## src/hmap_pkg.sv

```systemverilog
// hmap_pkg: shared constants and types for the host memory access port.
// assumes: one clock domain (mclk, 200 MHz), both ends compiled with this package.
package hmap_pkg;
    localparam int ADDR_W      = 27;
    localparam int DATA_W      = 32;
    localparam int BSEL_W      = 4;
    localparam int FIFO_DEPTH  = 4;
    localparam logic [3:0] STATUS_HOST_CYCLE = 4'h2;
    // memory cycle length in ns, rounded up to mclk cycles
    localparam int MEM_CYC_NS  = 20;
    localparam int CLK_NS      = 5;
    localparam int MEM_CYC_CLK = (MEM_CYC_NS + CLK_NS - 1) / CLK_NS;
    // look-ahead mode field positions and reset values
    localparam int MODE_INC_BIT = 0;
    localparam int MODE_PFW_BIT = 1;
    localparam logic [1:0] MODE_RESET = 2'h0;

    typedef enum logic [1:0] {
        HMAP_RANDOM,
        HMAP_BLOCK,
        HMAP_RMW
    } hmap_mode_t;

    function automatic hmap_mode_t hmap_decode_mode(input logic [1:0] ctl);
        if (!ctl[MODE_INC_BIT]) begin
            return HMAP_RANDOM;
        end else if (ctl[MODE_PFW_BIT]) begin
            return HMAP_RMW;
        end
        return HMAP_BLOCK;
    endfunction : hmap_decode_mode
endpackage : hmap_pkg

```

## src/hmap_if.sv

```systemverilog
// hmap_if: host-side pins between the host end and the device end.
// assumes: host strobes active low; the testbench instantiates it and drives mclk/resetn.
`timescale 1ns/1ps
interface hmap_if;
    import hmap_pkg::*;
    logic                host_chip_select_n;
    logic                host_read_strobe_n;
    logic                host_write_strobe_n;
    logic [ADDR_W-1:0]   host_longword_addr;
    logic [BSEL_W-1:0]   host_byte_selects;
    logic                host_ready;
    logic                xcvr_data_strobe;
    logic                xcvr_output_enable;
    logic [DATA_W-1:0]   xcvr_rd_data;
    logic [DATA_W-1:0]   xcvr_wr_data;

    modport device (
        input  host_chip_select_n, host_read_strobe_n, host_write_strobe_n,
        input  host_longword_addr, host_byte_selects, xcvr_wr_data,
        output host_ready, xcvr_data_strobe, xcvr_output_enable, xcvr_rd_data
    );
    modport host (
        output host_chip_select_n, host_read_strobe_n, host_write_strobe_n,
        output host_longword_addr, host_byte_selects, xcvr_wr_data,
        input  host_ready, xcvr_data_strobe, xcvr_output_enable, xcvr_rd_data
    );
endinterface : hmap_if

```

## src/hmap_fifo.sv

```systemverilog
// hmap_fifo: small flip-flop FIFO with valid/ready on both sides.
// assumes: single clock, async active-low reset.
`timescale 1ns/1ps
module hmap_fifo
    import hmap_pkg::*;
#(
    parameter int WIDTH = 32,
    parameter int DEPTH = 4
) (
    // clock and reset
    input  wire logic             mclk,
    input  wire logic             resetn,
    // fill side
    input  wire logic             in_valid,
    output logic                  in_ready,
    input  wire logic [WIDTH-1:0] in_data,
    // drain side
    output logic                  out_valid,
    input  wire logic             out_ready,
    output logic [WIDTH-1:0]      out_data
);
    localparam int PW = $clog2(DEPTH);
    logic [WIDTH-1:0] mem_q [DEPTH];
    logic [PW-1:0]    wp_q, wp_d, rp_q, rp_d;
    logic [PW:0]      cnt_q, cnt_d;
    logic             push, pop;

    assign in_ready  = (cnt_q != DEPTH[PW:0]);
    assign out_valid = (cnt_q != '0);
    assign out_data  = mem_q[rp_q];
    assign push      = in_valid && in_ready;
    assign pop       = out_valid && out_ready;

    always_comb begin
        wp_d  = push ? wp_q + 1'b1 : wp_q;
        rp_d  = pop ? rp_q + 1'b1 : rp_q;
        cnt_d = cnt_q + {{PW{1'b0}}, push} - {{PW{1'b0}}, pop};
    end

    always_ff @(posedge mclk or negedge resetn) begin
        if (!resetn) begin
            wp_q  <= '0;
            rp_q  <= '0;
            cnt_q <= '0;
        end else begin
            wp_q  <= wp_d;
            rp_q  <= rp_d;
            cnt_q <= cnt_d;
        end
    end

    always_ff @(posedge mclk) begin
        if (push) begin
            mem_q[wp_q] <= in_data;
        end
    end
endmodule : hmap_fifo

```

## src/hmap_device.sv

```systemverilog
// hmap_device: device end; acts as memory controller for host accesses.
// assumes: host pins are asynchronous (3-flop sync); local memory on plain user ports.
`timescale 1ns/1ps
module hmap_device
    import hmap_pkg::*;
(
    // clock and reset
    input  wire logic                mclk,
    input  wire logic                resetn,
    // host pins
    hmap_if.device                   hp,
    // look-ahead mode (from the host control high register)
    input  wire logic                addr_increment_enable,
    input  wire logic                prefetch_after_write_enable,
    // local memory side
    output logic                     mem_req,
    output logic                     mem_we,
    output logic [ADDR_W-1:0]        mem_addr,
    output logic [BSEL_W-1:0]        mem_cas_en,
    output logic [3:0]               local_addr_data_bus,
    output logic [DATA_W-1:0]        mem_wdata,
    input  wire logic [DATA_W-1:0]   mem_rdata,
    input  wire logic                mem_ack,
    input  wire logic                narrow_bus_width_n
);
    typedef enum logic [2:0] {
        ST_IDLE, ST_WAIT_DIR, ST_WAIT_WDATA, ST_MEM, ST_DONE, ST_PREFETCH
    } hmap_state_t;

    // ------------------------------------------------------------
    // pin synchronisers
    // ------------------------------------------------------------
    logic [2:0] cs_s_q, rd_s_q, wr_s_q;
    logic       cs_n_q, rd_n_q, wr_n_q;
    logic       cs_fall, wr_rise;

    always_ff @(posedge mclk or negedge resetn) begin
        if (!resetn) begin
            cs_s_q <= 3'h7;
            rd_s_q <= 3'h7;
            wr_s_q <= 3'h7;
            cs_n_q <= 1'b1;
            rd_n_q <= 1'b1;
            wr_n_q <= 1'b1;
        end else begin
            cs_s_q <= {cs_s_q[1:0], hp.host_chip_select_n};
            rd_s_q <= {rd_s_q[1:0], hp.host_read_strobe_n};
            wr_s_q <= {wr_s_q[1:0], hp.host_write_strobe_n};
            // a change counts only once the last two stages agree
            if (cs_s_q[1] == cs_s_q[2]) cs_n_q <= cs_s_q[2];
            if (rd_s_q[1] == rd_s_q[2]) rd_n_q <= rd_s_q[2];
            if (wr_s_q[1] == wr_s_q[2]) wr_n_q <= wr_s_q[2];
        end
    end

    assign cs_fall = cs_n_q && (cs_s_q[1] == cs_s_q[2]) && !cs_s_q[2];
    assign wr_rise = !wr_n_q && (wr_s_q[1] == wr_s_q[2]) && wr_s_q[2];

    // ------------------------------------------------------------
    // write data buffer
    // ------------------------------------------------------------
    logic              wf_in_valid, wf_in_ready, wf_out_valid, wf_out_ready;
    logic [DATA_W-1:0] wf_out_data;

    hmap_fifo #(.WIDTH(DATA_W), .DEPTH(FIFO_DEPTH)) u_wfifo (
        .mclk      (mclk),
        .resetn    (resetn),
        .in_valid  (wf_in_valid),
        .in_ready  (wf_in_ready),
        .in_data   (hp.xcvr_wr_data),
        .out_valid (wf_out_valid),
        .out_ready (wf_out_ready),
        .out_data  (wf_out_data)
    );

    // ------------------------------------------------------------
    // access sequencer
    // ------------------------------------------------------------
    hmap_state_t       st_q, st_d;
    logic [ADDR_W-1:0] addr_q, addr_d, pf_addr_q, pf_addr_d;
    logic [BSEL_W-1:0] bs_q, bs_d;
    logic              is_rd_q, is_rd_d, pf_valid_q, pf_valid_d;
    logic              half_q, half_d, rdy_q, rdy_d, dst_q, dst_d, oe_q, oe_d;
    logic [DATA_W-1:0] rdata_q, rdata_d, pf_data_q, pf_data_d;
    hmap_mode_t        mode;

    assign mode = hmap_decode_mode({prefetch_after_write_enable, addr_increment_enable});
    // data only enters the buffer once the host has held its write to the end
    assign wf_in_valid  = wr_rise && (st_q == ST_WAIT_WDATA);
    assign wf_out_ready = (st_q == ST_MEM) && !is_rd_q && mem_ack;

    always_comb begin
        st_d       = st_q;
        addr_d     = addr_q;
        bs_d       = bs_q;
        is_rd_d    = is_rd_q;
        pf_addr_d  = pf_addr_q;
        pf_valid_d = pf_valid_q;
        pf_data_d  = pf_data_q;
        half_d     = half_q;
        rdata_d    = rdata_q;
        rdy_d      = rdy_q;
        dst_d      = 1'b0;
        oe_d       = 1'b0;
        case (st_q)
            ST_IDLE: begin
                if (cs_fall) begin
                    addr_d = hp.host_longword_addr;
                    bs_d   = hp.host_byte_selects;
                    rdy_d  = 1'b0;
                    st_d   = ST_WAIT_DIR;
                end
            end
            ST_WAIT_DIR: begin
                // direction may come before or after select
                if (!rd_n_q) begin
                    is_rd_d = 1'b1;
                    if (pf_valid_q && pf_addr_q == addr_q) begin
                        rdata_d = pf_data_q;
                        st_d    = ST_DONE;
                    end else begin
                        half_d = 1'b0;
                        st_d   = ST_MEM;
                    end
                end else if (!wr_n_q) begin
                    is_rd_d = 1'b0;
                    st_d    = ST_WAIT_WDATA;
                end else if (cs_n_q) begin
                    st_d = ST_IDLE;
                end
            end
            ST_WAIT_WDATA: begin
                if (wf_in_valid && wf_in_ready) begin
                    pf_valid_d = 1'b0; // a write may hit the prefetched word
                    st_d       = ST_MEM;
                end
            end
            ST_MEM: begin
                if (mem_ack) begin
                    if (is_rd_q && !narrow_bus_width_n && !half_q) begin
                        // first half of a 16-bit read; always run the second
                        rdata_d[15:0] = mem_rdata[15:0];
                        half_d        = 1'b1;
                    end else begin
                        if (is_rd_q && half_q) begin
                            rdata_d[31:16] = mem_rdata[15:0];
                        end else if (is_rd_q) begin
                            rdata_d = mem_rdata;
                        end
                        st_d = ST_DONE;
                    end
                end
            end
            ST_DONE: begin
                rdy_d = 1'b1;
                if (is_rd_q) begin
                    dst_d = 1'b1;
                end else begin
                    oe_d = 1'b1;
                end
                case (mode)
                    HMAP_BLOCK: begin
                        addr_d = addr_q + 1'b1;
                        st_d   = is_rd_q ? ST_PREFETCH : ST_IDLE;
                    end
                    HMAP_RMW: begin
                        addr_d = is_rd_q ? addr_q : addr_q + 1'b1;
                        st_d   = is_rd_q ? ST_IDLE : ST_PREFETCH;
                    end
                    default: begin
                        st_d = ST_IDLE;
                    end
                endcase
                if (is_rd_q && pf_valid_q && pf_addr_q == addr_q) begin
                    pf_valid_d = 1'b0;
                end
            end
            ST_PREFETCH: begin
                // next sequential longword; a select that falls before this ends is missed (cs_fall is a one-cycle pulse)
                if (mem_ack) begin
                    pf_addr_d  = addr_q;
                    pf_data_d  = mem_rdata;
                    pf_valid_d = narrow_bus_width_n;
                    st_d       = ST_IDLE;
                end
            end
            default: st_d = ST_IDLE;
        endcase
    end

    always_ff @(posedge mclk or negedge resetn) begin
        if (!resetn) begin
            st_q       <= ST_IDLE;
            addr_q     <= '0;
            bs_q       <= '0;
            is_rd_q    <= 1'b0;
            pf_addr_q  <= '0;
            pf_valid_q <= 1'b0;
            pf_data_q  <= '0;
            half_q     <= 1'b0;
            rdata_q    <= '0;
            // idle port shows ready, so a low ready tells the host its select was taken
            rdy_q      <= 1'b1;
            dst_q      <= 1'b0;
            oe_q       <= 1'b0;
        end else begin
            st_q       <= st_d;
            addr_q     <= addr_d;
            bs_q       <= bs_d;
            is_rd_q    <= is_rd_d;
            pf_addr_q  <= pf_addr_d;
            pf_valid_q <= pf_valid_d;
            pf_data_q  <= pf_data_d;
            half_q     <= half_d;
            rdata_q    <= rdata_d;
            rdy_q      <= rdy_d;
            dst_q      <= dst_d;
            oe_q       <= oe_d;
        end
    end

    // ------------------------------------------------------------
    // outputs
    // ------------------------------------------------------------
    assign hp.host_ready         = rdy_q;
    assign hp.xcvr_data_strobe   = dst_q;
    assign hp.xcvr_output_enable = oe_q;
    assign hp.xcvr_rd_data       = rdata_q;
    assign mem_req             = (st_q == ST_MEM) || (st_q == ST_PREFETCH);
    assign mem_we              = (st_q == ST_MEM) && !is_rd_q;
    assign mem_addr            = addr_q;
    assign mem_cas_en          = mem_we ? ~bs_q : {BSEL_W{1'b1}};
    assign mem_wdata           = wf_out_data;
    assign local_addr_data_bus = STATUS_HOST_CYCLE;
endmodule : hmap_device

```

## src/flat_wrapper.sv

```systemverilog
// flat-port wrapper written by rule: the top's interface ports become plain ports
module hmap_device_flat import hmap_pkg::*;
  (mclk, resetn, addr_increment_enable, prefetch_after_write_enable, mem_req, mem_we, mem_addr, mem_cas_en, local_addr_data_bus, mem_wdata, mem_rdata, mem_ack, narrow_bus_width_n, hp_host_chip_select_n, hp_host_read_strobe_n, hp_host_write_strobe_n, hp_host_longword_addr, hp_host_byte_selects, hp_xcvr_wr_data, hp_host_ready, hp_xcvr_data_strobe, hp_xcvr_output_enable, hp_xcvr_rd_data);
  hmap_if hp_i ();
  input  wire logic mclk;
  input  wire logic resetn;
  input  wire logic addr_increment_enable;
  input  wire logic prefetch_after_write_enable;
  output logic mem_req;
  output logic mem_we;
  output logic [ADDR_W-1:0] mem_addr;
  output logic [BSEL_W-1:0] mem_cas_en;
  output logic [3:0] local_addr_data_bus;
  output logic [DATA_W-1:0] mem_wdata;
  input  wire logic [DATA_W-1:0] mem_rdata;
  input  wire logic mem_ack;
  input  wire logic narrow_bus_width_n;
  input wire logic [$bits(hp_i.host_chip_select_n)-1:0] hp_host_chip_select_n;
  input wire logic [$bits(hp_i.host_read_strobe_n)-1:0] hp_host_read_strobe_n;
  input wire logic [$bits(hp_i.host_write_strobe_n)-1:0] hp_host_write_strobe_n;
  input wire logic [$bits(hp_i.host_longword_addr)-1:0] hp_host_longword_addr;
  input wire logic [$bits(hp_i.host_byte_selects)-1:0] hp_host_byte_selects;
  input wire logic [$bits(hp_i.xcvr_wr_data)-1:0] hp_xcvr_wr_data;
  output wire logic [$bits(hp_i.host_ready)-1:0] hp_host_ready;
  output wire logic [$bits(hp_i.xcvr_data_strobe)-1:0] hp_xcvr_data_strobe;
  output wire logic [$bits(hp_i.xcvr_output_enable)-1:0] hp_xcvr_output_enable;
  output wire logic [$bits(hp_i.xcvr_rd_data)-1:0] hp_xcvr_rd_data;
  assign hp_i.host_chip_select_n = hp_host_chip_select_n;
  assign hp_i.host_read_strobe_n = hp_host_read_strobe_n;
  assign hp_i.host_write_strobe_n = hp_host_write_strobe_n;
  assign hp_i.host_longword_addr = hp_host_longword_addr;
  assign hp_i.host_byte_selects = hp_host_byte_selects;
  assign hp_i.xcvr_wr_data = hp_xcvr_wr_data;
  assign hp_host_ready = hp_i.host_ready;
  assign hp_xcvr_data_strobe = hp_i.xcvr_data_strobe;
  assign hp_xcvr_output_enable = hp_i.xcvr_output_enable;
  assign hp_xcvr_rd_data = hp_i.xcvr_rd_data;
  hmap_device u_core (.mclk(mclk), .resetn(resetn), .hp(hp_i), .addr_increment_enable(addr_increment_enable), .prefetch_after_write_enable(prefetch_after_write_enable), .mem_req(mem_req), .mem_we(mem_we), .mem_addr(mem_addr), .mem_cas_en(mem_cas_en), .local_addr_data_bus(local_addr_data_bus), .mem_wdata(mem_wdata), .mem_rdata(mem_rdata), .mem_ack(mem_ack), .narrow_bus_width_n(narrow_bus_width_n));
endmodule
```

## config.mk

```make
export PLATFORM = sky130hd
export DESIGN_NAME = hmap_device_flat
export DESIGN_NICKNAME = d
export VERILOG_FILES = /design/src/hmap_pkg.sv /design/src/hmap_if.sv /design/src/hmap_fifo.sv /design/src/hmap_device.sv /design/src/flat_wrapper.sv
export SDC_FILE = /design/constraint.sdc
export NUM_CORES = 1
export LEC_CHECK = 0
export BUFFER_PORTS_ARGS = -buffer_cell sky130_fd_sc_hd__buf_2
export CORE_UTILIZATION = 51
export CTS_BUF_LIST = sky130_fd_sc_hd__clkbuf_8 sky130_fd_sc_hd__clkbuf_16
export DETAILED_ROUTE_END_ITERATION = 8
export PLACE_DENSITY = 0.86
export SLEW_MARGIN = 20
export SYNTH_ARGS = -nofsm -noshare
export SYNTH_HDL_FRONTEND = slang
export SYNTH_SLANG_ARGS = --single-unit
```

## constraint.sdc

```tcl
create_clock -name mclk -period 2.69 [get_ports mclk]
set_clock_uncertainty 0.15 [all_clocks]
set_input_delay 0.6725 -clock mclk [delete_from_list [all_inputs] [get_ports mclk]]
set_output_delay 0.6725 -clock mclk [all_outputs]
set_load 0.02 [all_outputs]
```

==> impl_metrics.json, run 1 <==
{
  "crit_buf_inv": 2,
  "p_int_mw": 11.00,
  "power_density_nw_per_um2": 1118,
  "area_growth_pct": 24.15,
  "grt_pass1_wl_um": 42350,
  "core-area_sq_um": 22920,
  "drv_slew": 0,
  "crit_slowest_cell": "mux4_2",
  "synth_top_flop_cell": "dfrtp_1",
  "syn_inst": 864,
  "synth_edf_count": 128,
  "rsz0062_at_grt": "true",
  "io_buffers": 203,
  "p_leak_nw": 6.479,
  "nets": 1213,
  "avgSynthCellArea_sq_um": 13.97,
  "ant_nets": 0,
  "fmax_mhz": 362.7,
  "first_global_vias": 8307,
  "routabilityCongestion": 0.8683,
  "fillers": 1627,
  "drive_gt1_share_pct": 40.30,
  "vias": 8025,
  "setup_viol": 31,
  "worstSetupPathType": "reg2out",
  "synth_area_sq_um": 12070,
  "finalCritPeriodShare_pct": 102.5,
  "async_flop_share_pct": 53.96,
  "path_delay_family": "multiplexers",
  "grt_start_max_net_pins": 63,
  "ys_seq_area_share_pct": 63.09,
  "wl_met3_um": 2029,
  "ir_drop_v": 0.0007314,
  "layout_commonest_cell": "buf_2",
  "io_pins": 208,
  "slowest_delay_ps": 550,
  "whs_ps": 86.83,
  "final_cells": 1438,
  "hold_path.class": "in2reg",
  "end_kind": "primary output",
  "critPathMaxFanout": 12,
  "top_layer_used": "met5",
  "ys_seq_elements": 278,
  "hold_viol_final": 0,
  "dr_wl_met2_um": 14060,
  "violations": "setup timing",
  "drtIter0Drc": 493,
  "grt_overflow_total": 0,
  "dieArea_sq_um": 24280,
  "dr.pass1.iters": 5,
  "wl_per_cell_um": 19.22,
  "antenna_found_initial": 3,
  "clock_path_buffers": 3,
  "synth.distinct_cells": 57,
  "die_x_um": 155.8,
  "rows": 55,
  "netSwitchingPower_mw": 5.745,
  "pwr-share-comb_pct": 37.4,
  "sw_frac_of_total_pct": 34.31,
  "cts_buffers": 29,
  "cp.arrival_ps": 1930,
  "period_minus_slack_ps": 2757,
  "clock_latency_ps": 540,
  "m1WireLength_um": 10870,
  "critPathLaunchType": "flop",
  "clk_pin_slew_ps": 60,
  "grt_usage_pct": 22.30,
  "slew_headroom_pct": 48.66,
  "h-tree-depth": 1,
  "drc": 0,
  "status": "finished, violations left",
  "clkSinkCount": 278,
  "clkPwrFrac_pct": 25.8,
  "final_cell_mix": "buf_2 (179), dfrtp_1 (136), edfxtp_1 (128)",
  "ys_warn_count": 0,
  "dp.cells": 1377,
  "die_height_um": 155.8,
  "cts-root-buf": "clkbuf_16",
  "hpwl_um": 17760,
  "start_util_pct": 52.66,
  "power_frac_seq_pct": 36.8,
  "cts_tree": "yes",
  "cap_violations": 0,
  "path_cells": "buf_12, mux4_2, buf_6",
  "viasPerCell": 5.581,
  "tightest_slew_ps": 768.4,
  "routed_wl_um": 27630,
  "worstPathRequired_ps": 1870,
  "timing.final.ws_setup_ps": -67.15
}
worst register-to-register path, delay by kind of cell (launching register included):
kind             cells  cell delay (ps)
AND/OR/NAND/NOR      3              950
flip-flops           1              440
multiplexers         1              420
AO/OA/AOI/OAI        1              340
XOR/XNOR             1              180
state kept, by name (all words and copies together), names as in the netlist, 3 cells and up:
name	cells
u_core.st_q	3
u_core.pf_data_q	32
u_core.u_wfifo.cnt_q	3
u_core.u_wfifo.mem_q	128
u_core.wr_s_q	3
u_core.rd_s_q	3
u_core.hp.xcvr_rd_data	32
u_core.cs_s_q	3
u_core.mem_addr	27
u_core.bs_q	4
u_core.pf_addr_q	27
logic make-up after synthesis:
group                      count (synthesis)  share of synthesized area [%]
DFF                                      278                          63.09
and+or+nand+nor                          205                          7.880
muxes                                    141                          16.59
AOI/OAI and AO/OA                        133                          6.335
buffers and inverters                     62                          2.592
xor gates and xnor gates                  33                          2.395
adders and majority gates                 10                          1.058
other                                      2                        0.06223
power by group through the flow:
stage	combinational, mW	sequential [mW]	clock (mW)
2_1_floorplan	3.55	6.59	0
3_3_place_gp	5.72	6.14	0
3_5_place_dp	5.88	6.22	0
4_1_cts	6.06	6.14	4.38
5_1_grt	6.78	6.27	4.55
6_report	6.26	6.16	4.32
path summary, 6_finish.rpt:
kind / slack [ps] / cells after the start / to / startpoint
worst max-delay path: -70 / 3 / mem_wdata[2] / u_core.u_wfifo.rp_q[0]$_DFFE_PN0P_
worst min-delay path: 90 / 1 / u_core.wr_s_q[0]$_DFF_PN1_ / hp_host_write_strobe_n
worst max register to register: 130 / 6 / u_core.hp.xcvr_rd_data[2]$_DFFE_PN0P_ / u_core.mem_addr[17]$_DFFE_PN0P_
worst min register to register: 210 / 0 / u_core.cs_s_q[1]$_DFF_PN1_ / u_core.cs_s_q[0]$_DFF_PN1_
max in group asynchronous: 1030 / 3 / u_core.cs_s_q[1]$_DFF_PN1_ / resetn
min in group asynchronous: 510 / 2 / u_core.hp.xcvr_rd_data[18]$_DFFE_PN0P_ / resetn
routing by layer:
layer / vias up / GRT usage [%]
met3: 64 / 5.417
met1: 3978 / 27.29
met2: 343 / 39.14
met4: 4 / 6.536
li1: 3636 / -
met5: - / 0
synthesized netlist by cell type, types with 3 or more instances:
cell / count / area (sq um)
mux4_2: 32 / 720.7
nand4_1: 10 / 62.56
mux2_2: 72 / 810.8
buf_2: 8 / 40.04
o22ai_1: 11 / 68.82
nor4_1: 6 / 37.54
inv_1: 10 / 37.54
and2_1: 6 / 37.54
dfrtp_1: 137 / 3428
and3_1: 5 / 31.28
a2bb2oi_1: 3 / 26.28
ha_1: 7 / 87.58
nand3_1: 16 / 80.08
a21oi_1: 48 / 240.2
edfxtp_1: 128 / 3844
nor2_1: 30 / 112.6
dfstp_2: 13 / 341.6
buf_1: 3 / 11.26
nand2_1: 109 / 409.1
mux2i_1: 17 / 170.2
nand2b_1: 6 / 37.54
o21ai_0: 56 / 280.3
buf_6: 3 / 33.78
buf_4: 4 / 30.03
xor2_1: 14 / 122.6
mux2_4: 20 / 300.3
xnor2_1: 19 / 166.4
nor3_1: 6 / 30.03
clkbuf_1: 31 / 116.4
final cells by class:
| type | instances | area (sq um) | area share (%) |
|---|---|---|---|
| Antenna cell | 1 | 2.502 | 0.01670 |
| Timing Repair Buffer | 255 | 1702 | 11.36 |
| Clock buffer | 38 | 849.6 | 5.671 |
| Clock inverter | 16 | 207.7 | 1.386 |
| Multi-Input combinational cell | 526 | 4170 | 27.84 |
| Sequential cell | 278 | 7617 | 50.84 |
| Inverter | 11 | 41.29 | 0.2756 |
| Tap cell | 313 | 391.6 | 2.614 |
what timing repair did:
item                       CTS  global route
pin swaps                    0             1
gates resized for setup     15            37
buffers inserted             3             1
gates cloned                 0             1
hold endpoints to repair    50             0
setup endpoints to repair   32            37
hold buffers                 1             0
stage by stage:
step                cell area [sq um]  TNS (ps)  setup WS (ps)  power (mW)  util (%)
floorplan                       12080         0          9.120       10.14         -
global placement                13700         0          192.6       11.86     59.78
detailed placement              13700         0          141.9       12.10     59.78
CTS                             14830     -1838         -95.93       16.58     64.73
global route                    14980     -3097         -132.7       17.61     65.38
finish                          14980     -1176         -67.15       16.75     65.38
(Power assumes the default switching activity.)
==> run 2, diff against run 1 <==
--- a/config.mk
+++ b/config.mk
@@ -5,12 +5,13 @@
 export SDC_FILE = /design/constraint.sdc
 export NUM_CORES = 1
 export LEC_CHECK = 0
-export BUFFER_PORTS_ARGS = -buffer_cell sky130_fd_sc_hd__buf_2
-export CORE_UTILIZATION = 51
+export CORE_UTILIZATION = 55
 export CTS_BUF_LIST = sky130_fd_sc_hd__clkbuf_8 sky130_fd_sc_hd__clkbuf_16
 export DETAILED_ROUTE_END_ITERATION = 8
-export PLACE_DENSITY = 0.86
+export DONT_BUFFER_PORTS = 1
+export PLACE_DENSITY = 0.83
 export SLEW_MARGIN = 20
 export SYNTH_ARGS = -nofsm -noshare
 export SYNTH_HDL_FRONTEND = slang
+export SYNTH_HIERARCHICAL = 1
 export SYNTH_SLANG_ARGS = --single-unit
==> run 2 against run 1 <==
Effect of this change:
- the flow finishes with violations (hold timing)
- clock power down 2%
- fmax up 3.0%
- first-iteration DRC count up 25%
- sequential share of layout area up 3.4 points
- synthesized area up 1.7%
- critical endpoint is now mem_wdata[22]
- highest routed layer is now met4
==> impl_metrics.json, run 2 <==
{
  "end_kind": "primary output",
  "status": "finished, violations left",
  "final-seq-area_sq_um": 7617,
  "reg2reg_slack_ps": 110,
  "clk_pin_slew_ps": 60,
  "ys_warn_count": 6,
  "slowest_delay_ps": 500,
  "final_cell_mix": "nand2_1 (241), dfrtp_1 (136), edfxtp_1 (128)",
  "rows": 54,
  "power_density_nw_per_um2": 1159,
  "clkSinkCount": 278,
  "grt_start_max_net_pins": 151,
  "avgSynthCellArea_sq_um": 12.75,
  "routed_wl_um": 27540,
  "nets": 1116,
  "syn_inst": 962,
  "antenna_found_initial": 1,
  "ant_nets": 0,
  "hpwl_um": 17710,
  "start_util_pct": 56.22,
  "io_pins": 208,
  "finalCritPeriodShare_pct": 99.50,
  "worstPathRequired_ps": 1870,
  "critPathLaunchType": "flop",
  "cap_violations": 0,
  "largest_reg_flops": 128,
  "grt_pass1_wl_um": 41990,
  "crit_slowest_cell": "mux4_2",
  "hold_viol_final": 150,
  "period_minus_slack_ps": 2677,
  "slew_headroom_pct": 52.97,
  "whs_ps": -325.1,
  "drive_gt1_share_pct": 21.29,
  "viasPerCell": 6.017,
  "violations": "hold timing",
  "wl_per_cell_um": 21.10,
  "core-area_sq_um": 21820,
  "routabilityCongestion": 0.9262,
  "p_leak_nw": 5.748,
  "cts-root-buf": "clkbuf_16",
  "hold_path.class": "in2async",
  "regMostFlops": "u_core/u_wfifo/mem_q",
  "fmax_mhz": 373.6,
  "tightest_slew_ps": 703.7,
  "crit_buf_inv": 2,
  "layout_commonest_cell": "nand2_1",
  "multi_input_area_sq_um": 4323,
  "cts_buffers": 29,
  "vias": 7852,
  "grt_usage_pct": 23.97,
  "finalPower_mw": 16.26,
  "h-tree-depth": 1,
  "first_global_vias": 7713,
  "dieArea_sq_um": 22910,
  "critPathMaxFanout": 5,
  "cts_tree": "yes",
  "grt_overflow_total": 0,
  "die_height_um": 151.4,
  "rsz0062_at_grt": "true",
  "io_buffers": 0,
  "holdBufCountCts": 3,
  "setup_viol": 0,
  "drc": 0,
  "area_growth_pct": 14.38,
  "fillers": 1558,
  "dr.pass1.iters": 5,
  "clock_latency_ps": 550,
  "drtIter0Drc": 615,
  "cp.arrival_ps": 1850,
  "drv_slew": 0,
  "path_cells": "clkbuf_4, buf_4, mux4_2",
  "die_x_um": 151.4,
  "path_delay_family": "multiplexers",
  "clock_path_buffers": 3,
  "ir_drop_v": 0.0008926,
  "worstSetupPathType": "reg2out",
  "synth_area_sq_um": 12270
}
[run 2: final timing paths]
path / start / endpoint / depth (start not counted)
min reg2reg: u_core/wr_s_q[0]$_DFF_PN1_ / u_core/wr_s_q[1]$_DFF_PN1_ / 0
max reg2reg: u_core/mem_addr[0]$_DFFE_PN0P_ / u_core/mem_addr[21]$_DFFE_PN0P_ / 7
max: u_core/u_wfifo/rp_q[0]$_DFFE_PN0P_ / mem_wdata[22] / 3
min: resetn / u_core/mem_addr[10]$_DFFE_PN0P_ / 0
max in group asynchronous: resetn / u_core/cs_s_q[0]$_DFF_PN1_ / 0
min in group mclk: hp_xcvr_wr_data[31] / u_core/u_wfifo/mem_q[1][31]$_DFFE_PP_ / 0
[run 2: metrics by stage]
step | setup WS, ps | cell area (sq um) | util [%] | std cells | setup TNS (ps)
2_1_floorplan | -98.96 | 12320 | - | 964 | -129.7
3_3_place_gp | 169.9 | 12910 | 59.18 | 1244 | 0
3_5_place_dp | 128.3 | 12910 | 59.18 | 1244 | 0
4_1_cts | -14.50 | 14010 | 64.18 | 1302 | -116.5
5_1_grt | -30.83 | 14030 | 64.29 | 1304 | -414.6
6_report | 13.37 | 14030 | 64.30 | 1305 | 0
[run 2: layout make-up]
cell class | count | area share, %
flip-flops and latches | 278 | 54.28
multi-input cells | 617 | 30.80
clock buffers | 33 | 5.563
repair buffers | 66 | 4.743
well taps | 280 | 2.496
clock inverters | 18 | 1.774
inverters | 12 | 0.3210
diodes | 1 | 0.01783
[run 2: repair_timing]
| action | 4_1_cts | 5_1_grt |
|---|---|---|
| setup buffers | 4 | 2 |
| endpoints found under the setup margin | 32 | 26 |
| pin swaps | 0 | 0 |
| gates resized for setup | 1 | 4 |
| hold endpoints to repair | 153 | 150 |
[run 2: report_power, final]
group,internal [mW],leakage [nW],total (mW),switching [mW]
Combinational,2.45,2.24,5.57,3.11
Sequential,5.43,3.00,6.44,1.01
Clock,2.64,0.517,4.25,1.61
[run 2: metal layers]
| metal | vias up | track usage [%] | wire length [um] |
|---|---|---|---|
| met4 | 0 | 7.100 | 768 |
| li1 | 3518 | - | - |
| met1 | 3892 | 30.94 | 10730 |
| met5 | - | 0 | 0 |
| met2 | 382 | 38.47 | 12900 |
| met3 | 60 | 7.952 | 3135 |
